$ cat src/pkg/gpt_pkg.sv
/*
  Package for the dual module timer unit: register indices, control field
  positions, reset values and prescaler constants.
  Assumes a 16-bit word register port driven by a simple strobe master.
*/
package gpt_pkg;
	localparam int TW = 16;
	localparam int AW = 4;
	// --------------------------------------------------------------
	// Register indices
	// --------------------------------------------------------------
	localparam logic [3:0] A_AUXL_CTL = 4'h0;
	localparam logic [3:0] A_CORE1_CTL = 4'h1;
	localparam logic [3:0] A_AUXH_CTL = 4'h2;
	localparam logic [3:0] A_AUX2_CTL = 4'h3;
	localparam logic [3:0] A_CORE2_CTL = 4'h4;
	localparam logic [3:0] A_AUXL_CNT = 4'h5;
	localparam logic [3:0] A_CORE1_CNT = 4'h6;
	localparam logic [3:0] A_AUXH_CNT = 4'h7;
	localparam logic [3:0] A_AUX2_CNT = 4'h8;
	localparam logic [3:0] A_CORE2_CNT = 4'h9;
	localparam logic [3:0] A_CAPTURE_RELOAD_REGISTER = 4'hA;
	localparam logic [3:0] A_IRQ = 4'hB;
	localparam logic [3:0] A_PRIO = 4'hC;
	// --------------------------------------------------------------
	// Control field positions
	// --------------------------------------------------------------
	localparam int F_PRE = 0;   // [2:0] prescale exponent
	localparam int F_MODE = 3;  // [5:3] mode
	localparam int F_RUN = 6;
	localparam int F_DOWN = 7;
	localparam int F_EUD = 8;   // direction pin enable
	localparam int F_IEDGE = 9; // [10:9] input edge select
	localparam int F_OE = 11;   // toggle pin output enable
	localparam int F_RTRIG = 12; // [13:12] reload on latch rise/fall
	localparam int F_CLR = 14;  // clear aux after capture
	localparam int F_IE = 15;
	localparam logic [15:0] CTL_RST = 16'h0000;
	localparam logic [15:0] CNT_RST = 16'h0000;
	// Modes: timer, gated low, gated high, counter, reload, capture
	localparam logic [2:0] M_TIMER = 3'h0;
	localparam logic [2:0] M_GATE_LO = 3'h2;
	localparam logic [2:0] M_GATE_HI = 3'h3;
	localparam logic [2:0] M_COUNT = 3'h1;
	localparam logic [2:0] M_RELOAD = 3'h4;
	localparam logic [2:0] M_CAPTURE = 3'h5;
	// --------------------------------------------------------------
	// Timing: base divider at the finest resolution
	// --------------------------------------------------------------
	// Finest ticks are counted in CPU clocks at the reference rate, not in ns
	localparam int REF_MHZ = 20;
	localparam int RES1_NS = 400;
	localparam int RES2_NS = 200;
	localparam int DIV1 = (RES1_NS * REF_MHZ) / 1000;
	localparam int DIV2 = (RES2_NS * REF_MHZ) / 1000;
endpackage

$ cat src/core/gpt_unit.sv
/*
  Dual module general purpose timer unit: five 16-bit up/down timers.
  Assumes pins synchronous to clk and a one-cycle strobe register master.
*/
// Decided for this implementation: the address-and-strobe port and the register offsets.
`timescale 1ns/10ps
`default_nettype none
module gpt_unit #(
	parameter int W = 16
) (
	input wire logic clk,
	input wire logic rst_b,
	input wire logic [gpt_pkg::AW-1:0] addr,
	input wire logic [15:0] wdata,
	input wire logic wr,
	input wire logic rd,
	output logic [15:0] rdata,
	input wire logic [4:0] timer_gate_or_count_pin,
	input wire logic [4:0] external_direction_pin,
	input wire logic capture_trigger_pin,
	output logic first_core_toggle_pin,
	output logic first_aux_high_toggle_pin,
	output logic second_core_toggle_pin,
	output logic capture_compare_unit_clk,
	output logic [5:0] irq_req
);
	import gpt_pkg::*;

	initial begin
		if (W != TW) $error("gpt_unit supports only 16-bit timers");
	end

	// Timer index: 0 aux low, 1 core1, 2 aux high, 3 aux2, 4 core2
	logic [15:0] ctl_ff [5];
	logic [W-1:0] cnt_ff [5];
	logic [W-1:0] capture_reload_register_ff;
	logic [5:0] irq_ff;
	logic [5:0] ie_ff;
	logic [23:0] prio_ff;
	logic [2:0] latch_ff;      // core1, auxh, core2
	logic [4:0] pin_q_ff;
	logic cap_q_ff;
	logic [2:0] latch_q_ff;
	logic [15:0] rdata_ff;
	logic [2:0] base1_ff;
	logic [1:0] base2_ff;
	logic [8:0] pre_ff;

	// ----------------------------------------------------------------
	// Helpers
	// ----------------------------------------------------------------
	function automatic logic edge_hit(input logic [1:0] sel, input logic now, input logic was);
		edge_hit = (sel[0] & now & ~was) | (sel[1] & ~now & was);
	endfunction

	function automatic logic pre_tick(input logic [2:0] e, input logic [8:0] p, input logic b);
		// Prescale 2^e of the base tick
		pre_tick = b && ((p & ((9'h001 << e) - 9'h001)) == 9'h000);
	endfunction

	// ----------------------------------------------------------------
	// Prescaler base
	// ----------------------------------------------------------------
	logic base1;
	logic base2;
	assign base1 = (base1_ff == 3'(DIV1 - 1));
	assign base2 = (base2_ff == 2'(DIV2 - 1));

	always_ff @(posedge clk or negedge rst_b) begin
		if (!rst_b) begin
			base1_ff <= 3'h0;
			base2_ff <= 2'h0;
			pre_ff <= 9'h000;
		end else begin
			base1_ff <= base1 ? 3'h0 : base1_ff + 3'h1;
			base2_ff <= base2 ? 2'h0 : base2_ff + 2'h1;
			if (base1) pre_ff <= pre_ff + 9'h001;
		end
	end

	// ----------------------------------------------------------------
	// Pin and latch history for edge detection
	// ----------------------------------------------------------------
	always_ff @(posedge clk or negedge rst_b) begin
		if (!rst_b) begin
			pin_q_ff <= 5'h00;
			cap_q_ff <= 1'b0;
			latch_q_ff <= 3'h0;
		end else begin
			pin_q_ff <= timer_gate_or_count_pin;
			cap_q_ff <= capture_trigger_pin;
			latch_q_ff <= latch_ff;
		end
	end

	// ----------------------------------------------------------------
	// Per-timer count enables
	// ----------------------------------------------------------------
	logic [4:0] step;
	logic [4:0] wrap;
	logic [4:0] down;
	logic [2:0] lat_rise;
	logic [2:0] lat_fall;
	assign lat_rise = latch_ff & ~latch_q_ff;
	assign lat_fall = ~latch_ff & latch_q_ff;

	always_comb begin
		logic [2:0] m;
		logic pin;
		logic pe;
		logic tick;
		logic chain;
		m = 3'h0;
		pin = 1'b0;
		pe = 1'b0;
		tick = 1'b0;
		chain = 1'b0;
		for (int i = 0; i < 5; i++) begin
			m = ctl_ff[i][F_MODE+:3];
			pin = timer_gate_or_count_pin[i];
			pe = edge_hit(ctl_ff[i][F_IEDGE+:2], pin, pin_q_ff[i]);
			tick = (i < 3) ? pre_tick(ctl_ff[i][F_PRE+:3], pre_ff, base1)
				: pre_tick(ctl_ff[i][F_PRE+:3], pre_ff, base2);
			// Aux timers in counter mode may count core latch edges
			if (i == 0 || i == 2)
				chain = edge_hit(ctl_ff[i][F_IEDGE+:2], latch_ff[0], latch_q_ff[0]);
			else if (i == 3)
				chain = edge_hit(ctl_ff[i][F_IEDGE+:2], latch_ff[2], latch_q_ff[2]);
			else
				chain = 1'b0;
			step[i] = 1'b0;
			if (ctl_ff[i][F_RUN]) begin
				unique case (m)
					M_TIMER: step[i] = tick;
					M_GATE_LO: step[i] = tick & ~pin;
					M_GATE_HI: step[i] = tick & pin;
					M_COUNT: step[i] = pe | chain;
					default: step[i] = 1'b0;
				endcase
			end
			// Direction pin, when enabled and high, inverts the software direction
			down[i] = ctl_ff[i][F_EUD] ? (ctl_ff[i][F_DOWN] ^ external_direction_pin[i])
				: ctl_ff[i][F_DOWN];
			wrap[i] = step[i] && (down[i] ? (cnt_ff[i] == '0) : (cnt_ff[i] == '1));
		end
	end

	// Capture and reload events for the first module
	logic [1:0] aux_cap;
	logic [1:0] aux_rel;
	always_comb begin
		for (int k = 0; k < 2; k++) begin
			logic [15:0] c;
			logic pe;
			c = ctl_ff[2*k];
			pe = edge_hit(c[F_IEDGE+:2], timer_gate_or_count_pin[2*k], pin_q_ff[2*k]);
			aux_cap[k] = c[F_MODE+:3] == M_CAPTURE && pe;
			// Pin edge or chosen latch transition; opposite picks give PWM
			aux_rel[k] = c[F_MODE+:3] == M_RELOAD &&
				(pe || (c[F_RTRIG] && lat_rise[0]) || (c[F_RTRIG+1] && lat_fall[0]));
		end
	end

	logic cap2;
	assign cap2 = edge_hit(ctl_ff[4][F_IEDGE+:2], capture_trigger_pin, cap_q_ff);

	// ----------------------------------------------------------------
	// Counters
	// ----------------------------------------------------------------
	logic [3:0] cnt_addr [5];
	assign cnt_addr[0] = A_AUXL_CNT;
	assign cnt_addr[1] = A_CORE1_CNT;
	assign cnt_addr[2] = A_AUXH_CNT;
	assign cnt_addr[3] = A_AUX2_CNT;
	assign cnt_addr[4] = A_CORE2_CNT;

	always_ff @(posedge clk or negedge rst_b) begin
		if (!rst_b) begin
			for (int i = 0; i < 5; i++) cnt_ff[i] <= CNT_RST;
		end else begin
			for (int i = 0; i < 5; i++) begin
				if (wr && addr == cnt_addr[i])
					cnt_ff[i] <= wdata;
				else if (i == 1 && aux_rel[0])
					cnt_ff[1] <= cnt_ff[0];
				else if (i == 1 && aux_rel[1])
					cnt_ff[1] <= cnt_ff[2];
				else if (i == 0 && aux_cap[0])
					cnt_ff[0] <= cnt_ff[1];
				else if (i == 2 && aux_cap[1])
					cnt_ff[2] <= cnt_ff[1];
				else if (i == 4 && wrap[4])
					cnt_ff[4] <= capture_reload_register_ff;
				else if (i == 3 && cap2 && ctl_ff[4][F_CLR])
					cnt_ff[3] <= '0;
				else if (step[i])
					cnt_ff[i] <= down[i] ? cnt_ff[i] - 16'h0001 : cnt_ff[i] + 16'h0001;
			end
		end
	end

	always_ff @(posedge clk or negedge rst_b) begin
		if (!rst_b)
			capture_reload_register_ff <= CNT_RST;
		else if (cap2)
			capture_reload_register_ff <= cnt_ff[3];
		else if (wr && addr == A_CAPTURE_RELOAD_REGISTER)
			capture_reload_register_ff <= wdata;
	end

	// ----------------------------------------------------------------
	// Toggle latches
	// ----------------------------------------------------------------
	always_ff @(posedge clk or negedge rst_b) begin
		if (!rst_b) begin
			latch_ff <= 3'h0;
		end else begin
			latch_ff[0] <= latch_ff[0] ^ wrap[1];
			latch_ff[1] <= latch_ff[1] ^ wrap[2];
			latch_ff[2] <= latch_ff[2] ^ wrap[4];
		end
	end

	always_ff @(posedge clk or negedge rst_b) begin
		if (!rst_b) begin
			first_core_toggle_pin <= 1'b0;
			first_aux_high_toggle_pin <= 1'b0;
			second_core_toggle_pin <= 1'b0;
			capture_compare_unit_clk <= 1'b0;
		end else begin
			first_core_toggle_pin <= ctl_ff[1][F_OE] & latch_ff[0];
			first_aux_high_toggle_pin <= ctl_ff[2][F_OE] & latch_ff[1];
			second_core_toggle_pin <= ctl_ff[4][F_OE] & latch_ff[2];
			capture_compare_unit_clk <= wrap[4];
		end
	end

	// ----------------------------------------------------------------
	// Control registers and request flags
	// ----------------------------------------------------------------
	always_ff @(posedge clk or negedge rst_b) begin
		if (!rst_b) begin
			for (int i = 0; i < 5; i++) ctl_ff[i] <= CTL_RST;
			prio_ff <= 24'h00_0000;
		end else begin
			for (int i = 0; i < 5; i++)
				if (wr && addr == 4'(i)) ctl_ff[i] <= wdata;
			if (wr && addr == A_PRIO) prio_ff[15:0] <= wdata;
			if (wr && addr == A_PRIO + 4'h1) prio_ff[23:16] <= wdata[7:0];
		end
	end

	always_comb begin
		for (int i = 0; i < 5; i++) ie_ff[i] = ctl_ff[i][F_IE];
		ie_ff[5] = ctl_ff[3][F_IE];
	end

	logic [5:0] ev;
	assign ev = {cap2, wrap};

	// Write one to clear; a new event in the same cycle wins
	always_ff @(posedge clk or negedge rst_b) begin
		if (!rst_b)
			irq_ff <= 6'h00;
		else
			irq_ff <= (irq_ff & ~((wr && addr == A_IRQ) ? wdata[5:0] : 6'h00)) | ev;
	end

	always_ff @(posedge clk or negedge rst_b) begin
		if (!rst_b)
			irq_req <= 6'h00;
		else
			irq_req <= ((irq_ff & ~((wr && addr == A_IRQ) ? wdata[5:0] : 6'h00)) | ev) & ie_ff;
	end

	// ----------------------------------------------------------------
	// Read port
	// ----------------------------------------------------------------
	always_ff @(posedge clk or negedge rst_b) begin
		if (!rst_b) begin
			rdata_ff <= 16'h0000;
		end else if (rd) begin
			unique case (addr)
				A_AUXL_CTL, A_CORE1_CTL, A_AUXH_CTL, A_AUX2_CTL, A_CORE2_CTL:
					rdata_ff <= ctl_ff[addr[2:0]];
				A_AUXL_CNT: rdata_ff <= cnt_ff[0];
				A_CORE1_CNT: rdata_ff <= cnt_ff[1];
				A_AUXH_CNT: rdata_ff <= cnt_ff[2];
				A_AUX2_CNT: rdata_ff <= cnt_ff[3];
				A_CORE2_CNT: rdata_ff <= cnt_ff[4];
				A_CAPTURE_RELOAD_REGISTER: rdata_ff <= capture_reload_register_ff;
				A_IRQ: rdata_ff <= {7'h00, latch_ff, irq_ff};
				A_PRIO: rdata_ff <= prio_ff[15:0];
				4'hD: rdata_ff <= {8'h00, prio_ff[23:16]};
				default: rdata_ff <= 16'h0000;
			endcase
		end else begin
			rdata_ff <= 16'h0000;
		end
	end
	assign rdata = rdata_ff;
endmodule
`default_nettype wire

$ cat config.mk
export PLATFORM = sky130hd
export DESIGN_NAME = gpt_unit
export DESIGN_NICKNAME = d
export VERILOG_FILES = /design/src/pkg/gpt_pkg.sv /design/src/core/gpt_unit.sv
export SDC_FILE = /design/constraint.sdc
export NUM_CORES = 1
export LEC_CHECK = 0
export BUFFER_PORTS_ARGS = -buffer_cell sky130_fd_sc_hd__buf_2
export CORE_MARGIN = 4
export CORE_UTILIZATION = 56
export CTS_BUF_LIST = sky130_fd_sc_hd__clkbuf_8 sky130_fd_sc_hd__clkbuf_16
export CTS_CLUSTER_SIZE = 14
export DETAILED_ROUTE_END_ITERATION = 10
export PLACE_DENSITY = 0.75
export SLEW_MARGIN = 40
export SYNTH_ARGS = -nofsm -noshare
export SYNTH_HDL_FRONTEND = slang
export SYNTH_SLANG_ARGS = --single-unit
$ cat constraint.sdc
create_clock -name clk -period 6.82 [get_ports clk]
set_clock_uncertainty 0.2 [all_clocks]
set_input_delay 0.682 -clock clk [delete_from_list [all_inputs] [get_ports clk]]
set_output_delay 0.682 -clock clk [all_outputs]
set_load 0.05 [all_outputs]
== Word level (Yosys, flattened, before mapping) ==
Cells that the tools add are included.
W data, S select, Z words.

* Register bits: 258
* Bits in latches: 0
* RAM bits: 0
* ROM bits: 0
* Logic and storage cells: 300
* Memories kept: 0

* Add/sub/neg operators: 18
* Multiply operators: 0
* Divide/modulo/power cells: 0
* Magnitude comparators: 1
* Eq/ne operators: 39
* Shifts and indexed selects: 5
* Mux-type cells: 51
* Bitwise logic cells: 99
* Reduce and logical (&&, ||, !) cells: 60

{| class="wikitable"
|+ Operator list
! kind !! count
|-
| $mux W16 || 26
|-
| $pmux W16 S10 || 1
|-
| $add A16 B1 Y16 const B || 5
|-
| $eq A16 B16 Y1 const B || 5
|-
| $logic_not A16 Y1 || 5
|-
| $sub A16 B1 Y16 const B || 5
|-
| $and A1 B1 Y1 || 51
|-
| $bmux W16 S3 || 1
|-
| $and A9 B9 Y9 || 5
|-
| $logic_not A9 Y1 || 5
|-
| $shl A1 B3 Y9 const A || 5
|-
| $sub A9 B1 Y9 const B || 5
|-
| $logic_and A1 B1 Y1 || 33
|-
| $eq A3 B2 Y1 const B || 10
|-
| $eq A4 B4 Y1 const B || 6
|-
| $pmux W1 S4 || 5
|-
| $not A1 Y1 || 18
|-
| $eq A4 B3 Y1 const B || 4
|-
| $eq A3 B1 Y1 const B || 5
|-
| $eq A3 B3 Y1 const B || 5
|-
| $logic_not A3 Y1 || 5
|-
| $mux W1 || 15
|-
| $and A6 B6 Y6 || 2
|-
| $or A1 B1 Y1 || 12
|-
| other kinds (20) || 34
|}

== Depth between registers and ports, before layout ==
* Depth after elaboration: 12
* Mapped depth: 12
* Gate-level depth less buffers: 12

== Worst setup path before layout ==
OpenSTA, ideal clock, no wires.

* Path type: input to register
* Start point: input port external_direction_pin[4]
* End point: register cnt_ff[15] in the netlist's numbering
* Data arrival time: 3.612 ns
* Data required time: 6.489 ns
* Path slack: 2.878 ns
* Cell stages on the path: 11
* Cells stage by stage: nand2_1 -> xnor2_1 -> ha_1 -> a21oi_1 -> nor2_1 -> nor3_1 -> o31ai_1 -> a2111oi_0 -> nor3_1 -> nor4_1 -> nor4b_1

* Longest elaborated chain between the ends: 6

{| class="wikitable"
|+ RTL lines
! what !! line !! text
|-
| from (decl) || gpt_unit.sv:19 || <nowiki>input wire logic [4:0] external_direction_pin,</nowiki>
|-
| $xor A1 B1 Y1 * || gpt_unit.sv:142 || <nowiki>down[i] = ctl_ff[i][F_EUD] ? (ctl_ff[i][F_DOWN] ^ external_direction_pin[i])</nowiki>
|-
| $mux W1 * || gpt_unit.sv:142 ||
|-
| $mux W16 or $mux W1 (tied branches) || gpt_unit.sv:197, gpt_unit.sv:144 ||
|-
| $mux W16 or $logic_and A1 B1 Y1 (tied branches) || gpt_unit.sv:196, gpt_unit.sv:144 ||
|-
| $mux W16 || gpt_unit.sv:192 || <nowiki>else if (i == 4 && wrap[4])</nowiki>
|-
| $mux W16 || gpt_unit.sv:182 || <nowiki>if (wr && addr == cnt_addr[i])</nowiki>
|-
| to (signal, indexed assignment) || gpt_unit.sv:183 || <nowiki>cnt_ff[i] <= wdata;</nowiki>
|-
| to (signal, indexed assignment) || gpt_unit.sv:197 || <nowiki>cnt_ff[i] <= down[i] ? cnt_ff[i] - 16'h0001 : cnt_ff[i] + 16'h0001;</nowiki>
|-
| to (decl) || gpt_unit.sv:35 || <nowiki>logic [W-1:0] cnt_ff [5];</nowiki>
|}

Mark *: on every way between the ends. The rest lies on a longest branch, timed or not. The select of a mux whose other input is x is not followed.
A chain may end at the register's enable or synchronous reset.

== Final worst setup path ==
* Start point: register ctl_ff[40] in the netlist's numbering
* End point: register cnt_ff[45] in the netlist's numbering

* Longest elaborated chain between the ends: 5

{| class="wikitable"
|+ RTL lines
! what !! line !! text
|-
| from (decl) || gpt_unit.sv:34 || <nowiki>logic [15:0] ctl_ff [5];</nowiki>
|-
| from (signal, indexed assignment) || gpt_unit.sv:247 || <nowiki>if (wr && addr == 4'(i)) ctl_ff[i] <= wdata;</nowiki>
|-
| $mux W1 || gpt_unit.sv:142 ||
|-
| $mux W16 || gpt_unit.sv:197 ||
|-
| $mux W16 || gpt_unit.sv:196 || <nowiki>else if (step[i])</nowiki>
|-
| $mux W16 || gpt_unit.sv:190 || <nowiki>else if (i == 2 && aux_cap[1])</nowiki>
|-
| $mux W16 || gpt_unit.sv:182 ||
|}

Every way passes these cells. The select of a mux whose other input is x is not followed.

==> flow_summary.toml <==
[global_route]
grt_pass1_vias = 14200
grt_usage = 0.331
antenna_found_initial = 1
grt_pass1_wl_mm = 84.9
globalRoute.totalOverflow = 0
grt_max_degree = 148

[placement]
hpwl_mm = 38.0
portBuffers = 60
gp_congestion = 0.965
dp_slack_ns = 2.51

[floorplanning]
dieArea_mm2 = 0.0323
core_mm2 = 0.0289
rows = 62
die_h_um = 180
fp.dieW_um = 180
io_pins = 61
initial_core_util = 0.571

[route]
vias = 14900
wl_per_cell_um = 25.6
route.detailed.drc = 0
viasPerCell = 6.89
drt_wl_total_mm = 55.4
final_antenna_net_count = 0
drtIter0Drc = 2329
first_pass_iters = 9

[pwr]
clockPowerShare = 0.201
cellPowerDensity_mw_per_mm2 = 454
internal_power_mw = 4.71
p_total_mw = 8.30
swShare = 0.433
ir_worst_vdd_uv = 228
p_switching_mw = 3.60
comb_power_share = 0.455
cellLeakagePower_nw = 8.04
seqPwrFrac = 0.344

[timing]
slew_headroom = 0.401
period_share = 0.580
fin_setup_tns_ns = 0
finalWorstSetupSlack_ns = 2.87
period_needed_ns = 3.95
rsz0062_at_grt = "false"
fmax_mhz = 253
finalSetupViolations = 0
tightest_slew_ns = 0.895
hold_viol_final = 0
drv_slew = 0

[setup_path]
crit_path_start_kind = "flop"
end_kind = "flop"
arrival_ns = 4.17
critPathSlowestCell = "o41ai_1"
path_cells = "nand2_1 > xor2_1 > inv_1 > ha_1 > a21o_1 > a21oi_1 > o21ba_2 > o221ai_1 > o41ai_1 > o21a_1 > xor2_1 > o221ai_1"
cp_max_fo = 15
path_class = "flop to flop"
crit_required_ns = 7.04
max_stage_delay_ns = 0.50

[synthesis]
syn-num-nets = 1848
synth_fa_ha_area_frac = 0.0621
synth-xor-area-share = 0.0435
synth_seq_cells = 255
syn_inst = 1734
synth_top_family_by_area = "compound AO/OA/AOI/OAI gates"
synthArstFlopShare = 1.00
avgSynthCellArea_um2 = 9.53
synth.distinct_cells = 76
netlist_area_mm2 = 0.0165
ys.flop_type = "dfrtp_1"
synth_compound_area_frac = 0.203
synth_edf_count = 0
yosys_warnings = 0
synthMuxAreaShare = 0.119
seq_area_frac_synth = 0.386
synthSimpleGateAreaFrac = 0.156

[outcome]
status = "finished, final reports clean"

[cts]
cts_made_buffers = 29
cts_resized = 0
cts_tree = "yes"
clkLatencyLatePin_ns = 0.56
cts_root_buf = "clkbuf_16"
cts.reportedPaths.clkPinSlew_ns = 0.06
cts.path.max_buffers = 3
htreeDepth = 1
cts.sinks = 255

[finish]
seq_area_mm2 = 0.00638
final_nets = 1871
fillCellCount = 2359
area_growth_pct = 10.6
final_layout_size_suffix_gt1_frac = 0.164
final_util = 0.632
layout_common_cells = "dfrtp_1, nand2_1, a21oi_1, nor2_1, mux2_2"
layout_commonest_cell = "dfrtp_1"
multiInputGateArea_mm2 = 0.00972

[job]
drv_cap = 0

[hold_path]
hold_path.class = "input port to flop"
[cell families after synthesis]
logic type               after synthesis
adder cells (fa/ha/maj)               79
buffers and inverters                127
multiplexers                         163
XOR/XNOR                              82
AND/OR/NAND/NOR                      531
flip-flops                           255
AO/OA/AOI/OAI                        497
[state kept, by name, summed over array words and instances (netlist names), 2 cells and up]
name / count
cnt_ff: 80
ctl_ff: 80
prio_ff: 24
capture_reload_register_ff: 16
rdata: 16
pre_ff: 7
irq_ff: 6
irq_req: 6
pin_q_ff: 5
base1_ff: 3
latch_ff: 3
base2_ff: 2
latch_q_ff: 2
[synthesized netlist by cell type (all sizes together), types with 12 or more instances]
| cell | instances | area share |
|---|---|---|
| buf | 15 | 0.0052 |
| nand4 | 28 | 0.011 |
| o211ai | 30 | 0.014 |
| a22o | 17 | 0.0090 |
| a21o | 34 | 0.015 |
| nor2 | 117 | 0.027 |
| a31oi | 18 | 0.0068 |
| xnor2 | 53 | 0.028 |
| and3 | 16 | 0.0061 |
| nor3 | 29 | 0.0088 |
| nand2 | 173 | 0.039 |
| a221oi | 12 | 0.0067 |
| a211oi | 14 | 0.0064 |
| o21ai | 103 | 0.031 |
| xor2 | 29 | 0.015 |
| nand3 | 35 | 0.011 |
| mux2i | 43 | 0.026 |
| nor4 | 27 | 0.010 |
| mux2 | 104 | 0.071 |
| ha | 74 | 0.056 |
| a21oi | 118 | 0.037 |
| dfrtp | 255 | 0.39 |
| inv | 35 | 0.0079 |
| o21a | 12 | 0.0055 |
| and2 | 17 | 0.0064 |
| nor2b | 35 | 0.013 |
| a222oi | 16 | 0.0097 |
| clkbuf | 77 | 0.017 |
| a22oi | 36 | 0.016 |
| mux4 | 16 | 0.022 |
[final timing paths]
check                                            start                     end  slack, ns  cells past startpoint
worst max-delay path            ctl_ff[40]$_DFFE_PN0P_  cnt_ff[45]$_DFFE_PN0P_       2.87                     12
worst min-delay path               capture_trigger_pin      cap_q_ff$_DFF_PN0_       0.06                      1
worst max register to register  ctl_ff[40]$_DFFE_PN0P_  cnt_ff[45]$_DFFE_PN0P_       2.87                     12
worst min register to register   base1_ff[0]$_DFF_PN0_   base1_ff[0]$_DFF_PN0_       0.23                      1
max in group asynchronous                        rst_b     rdata[10]$_DFF_PN0_       4.82                      4
min in group asynchronous                        rst_b   base1_ff[2]$_DFF_PN0_       0.44                      2
[layout make-up]
type / instances / share of cell area
inverters: 35 / 0.00719
multi-input cells: 1352 / 0.532
well taps: 384 / 0.0263
clock buffers: 34 / 0.0435
flip-flops and latches: 255 / 0.349
clock inverters: 19 / 0.0123
repair buffers: 84 / 0.0299
diodes: 1 / 0.000137
[metrics by stage]
step	instance area [um^2]	cells	hold WS, ns
floorplan	16500	1734	0.186
detailed placement	17200	2107	0.224
global route	18300	2164	0.0463
finish	18300	2164	0.0628
CTS	18200	2160	0.0388
global placement	17100	2107	0.213
[timing repair]
| item | in CTS | in global routing |
|---|---|---|
| hold buffers | 0 | 1 |
| hold endpoints to repair | 0 | 48 |
| buffers inserted | 0 | 0 |
[power groups by stage]
stage	Combinational [mW]	Sequential (mW)	Clock (mW)
after floorplan	2.95	2.43	0
after detailed placement	3.69	2.81	0
after CTS	3.73	2.79	1.68
after global placement	3.57	2.79	0
after global routing	4.19	2.86	1.76
final	3.78	2.85	1.67
[critical path, delay by kind of cell, from the launching register on]
kind            cells  cell delay (ns)
fa+ha+maj           1             0.40
xor+xnor            2             0.66
simple gates        1             0.09
flops               1             0.39
buf+inv             1             0.44
compound gates      7             1.65
[per-layer routing]
| layer | global-route usage | vias to the layer above | routed length (um) |
|---|---|---|---|
| met3 | 0.0871 | 212 | 6340 |
| met5 | 0 | - | 0 |
| li1 | - | 6550 | - |
| met4 | 0.151 | 0 | 3170 |
| met2 | 0.504 | 865 | 24400 |
| met1 | 0.446 | 7277 | 21600 |
Note: power is estimated with default switching activity, not from simulation.
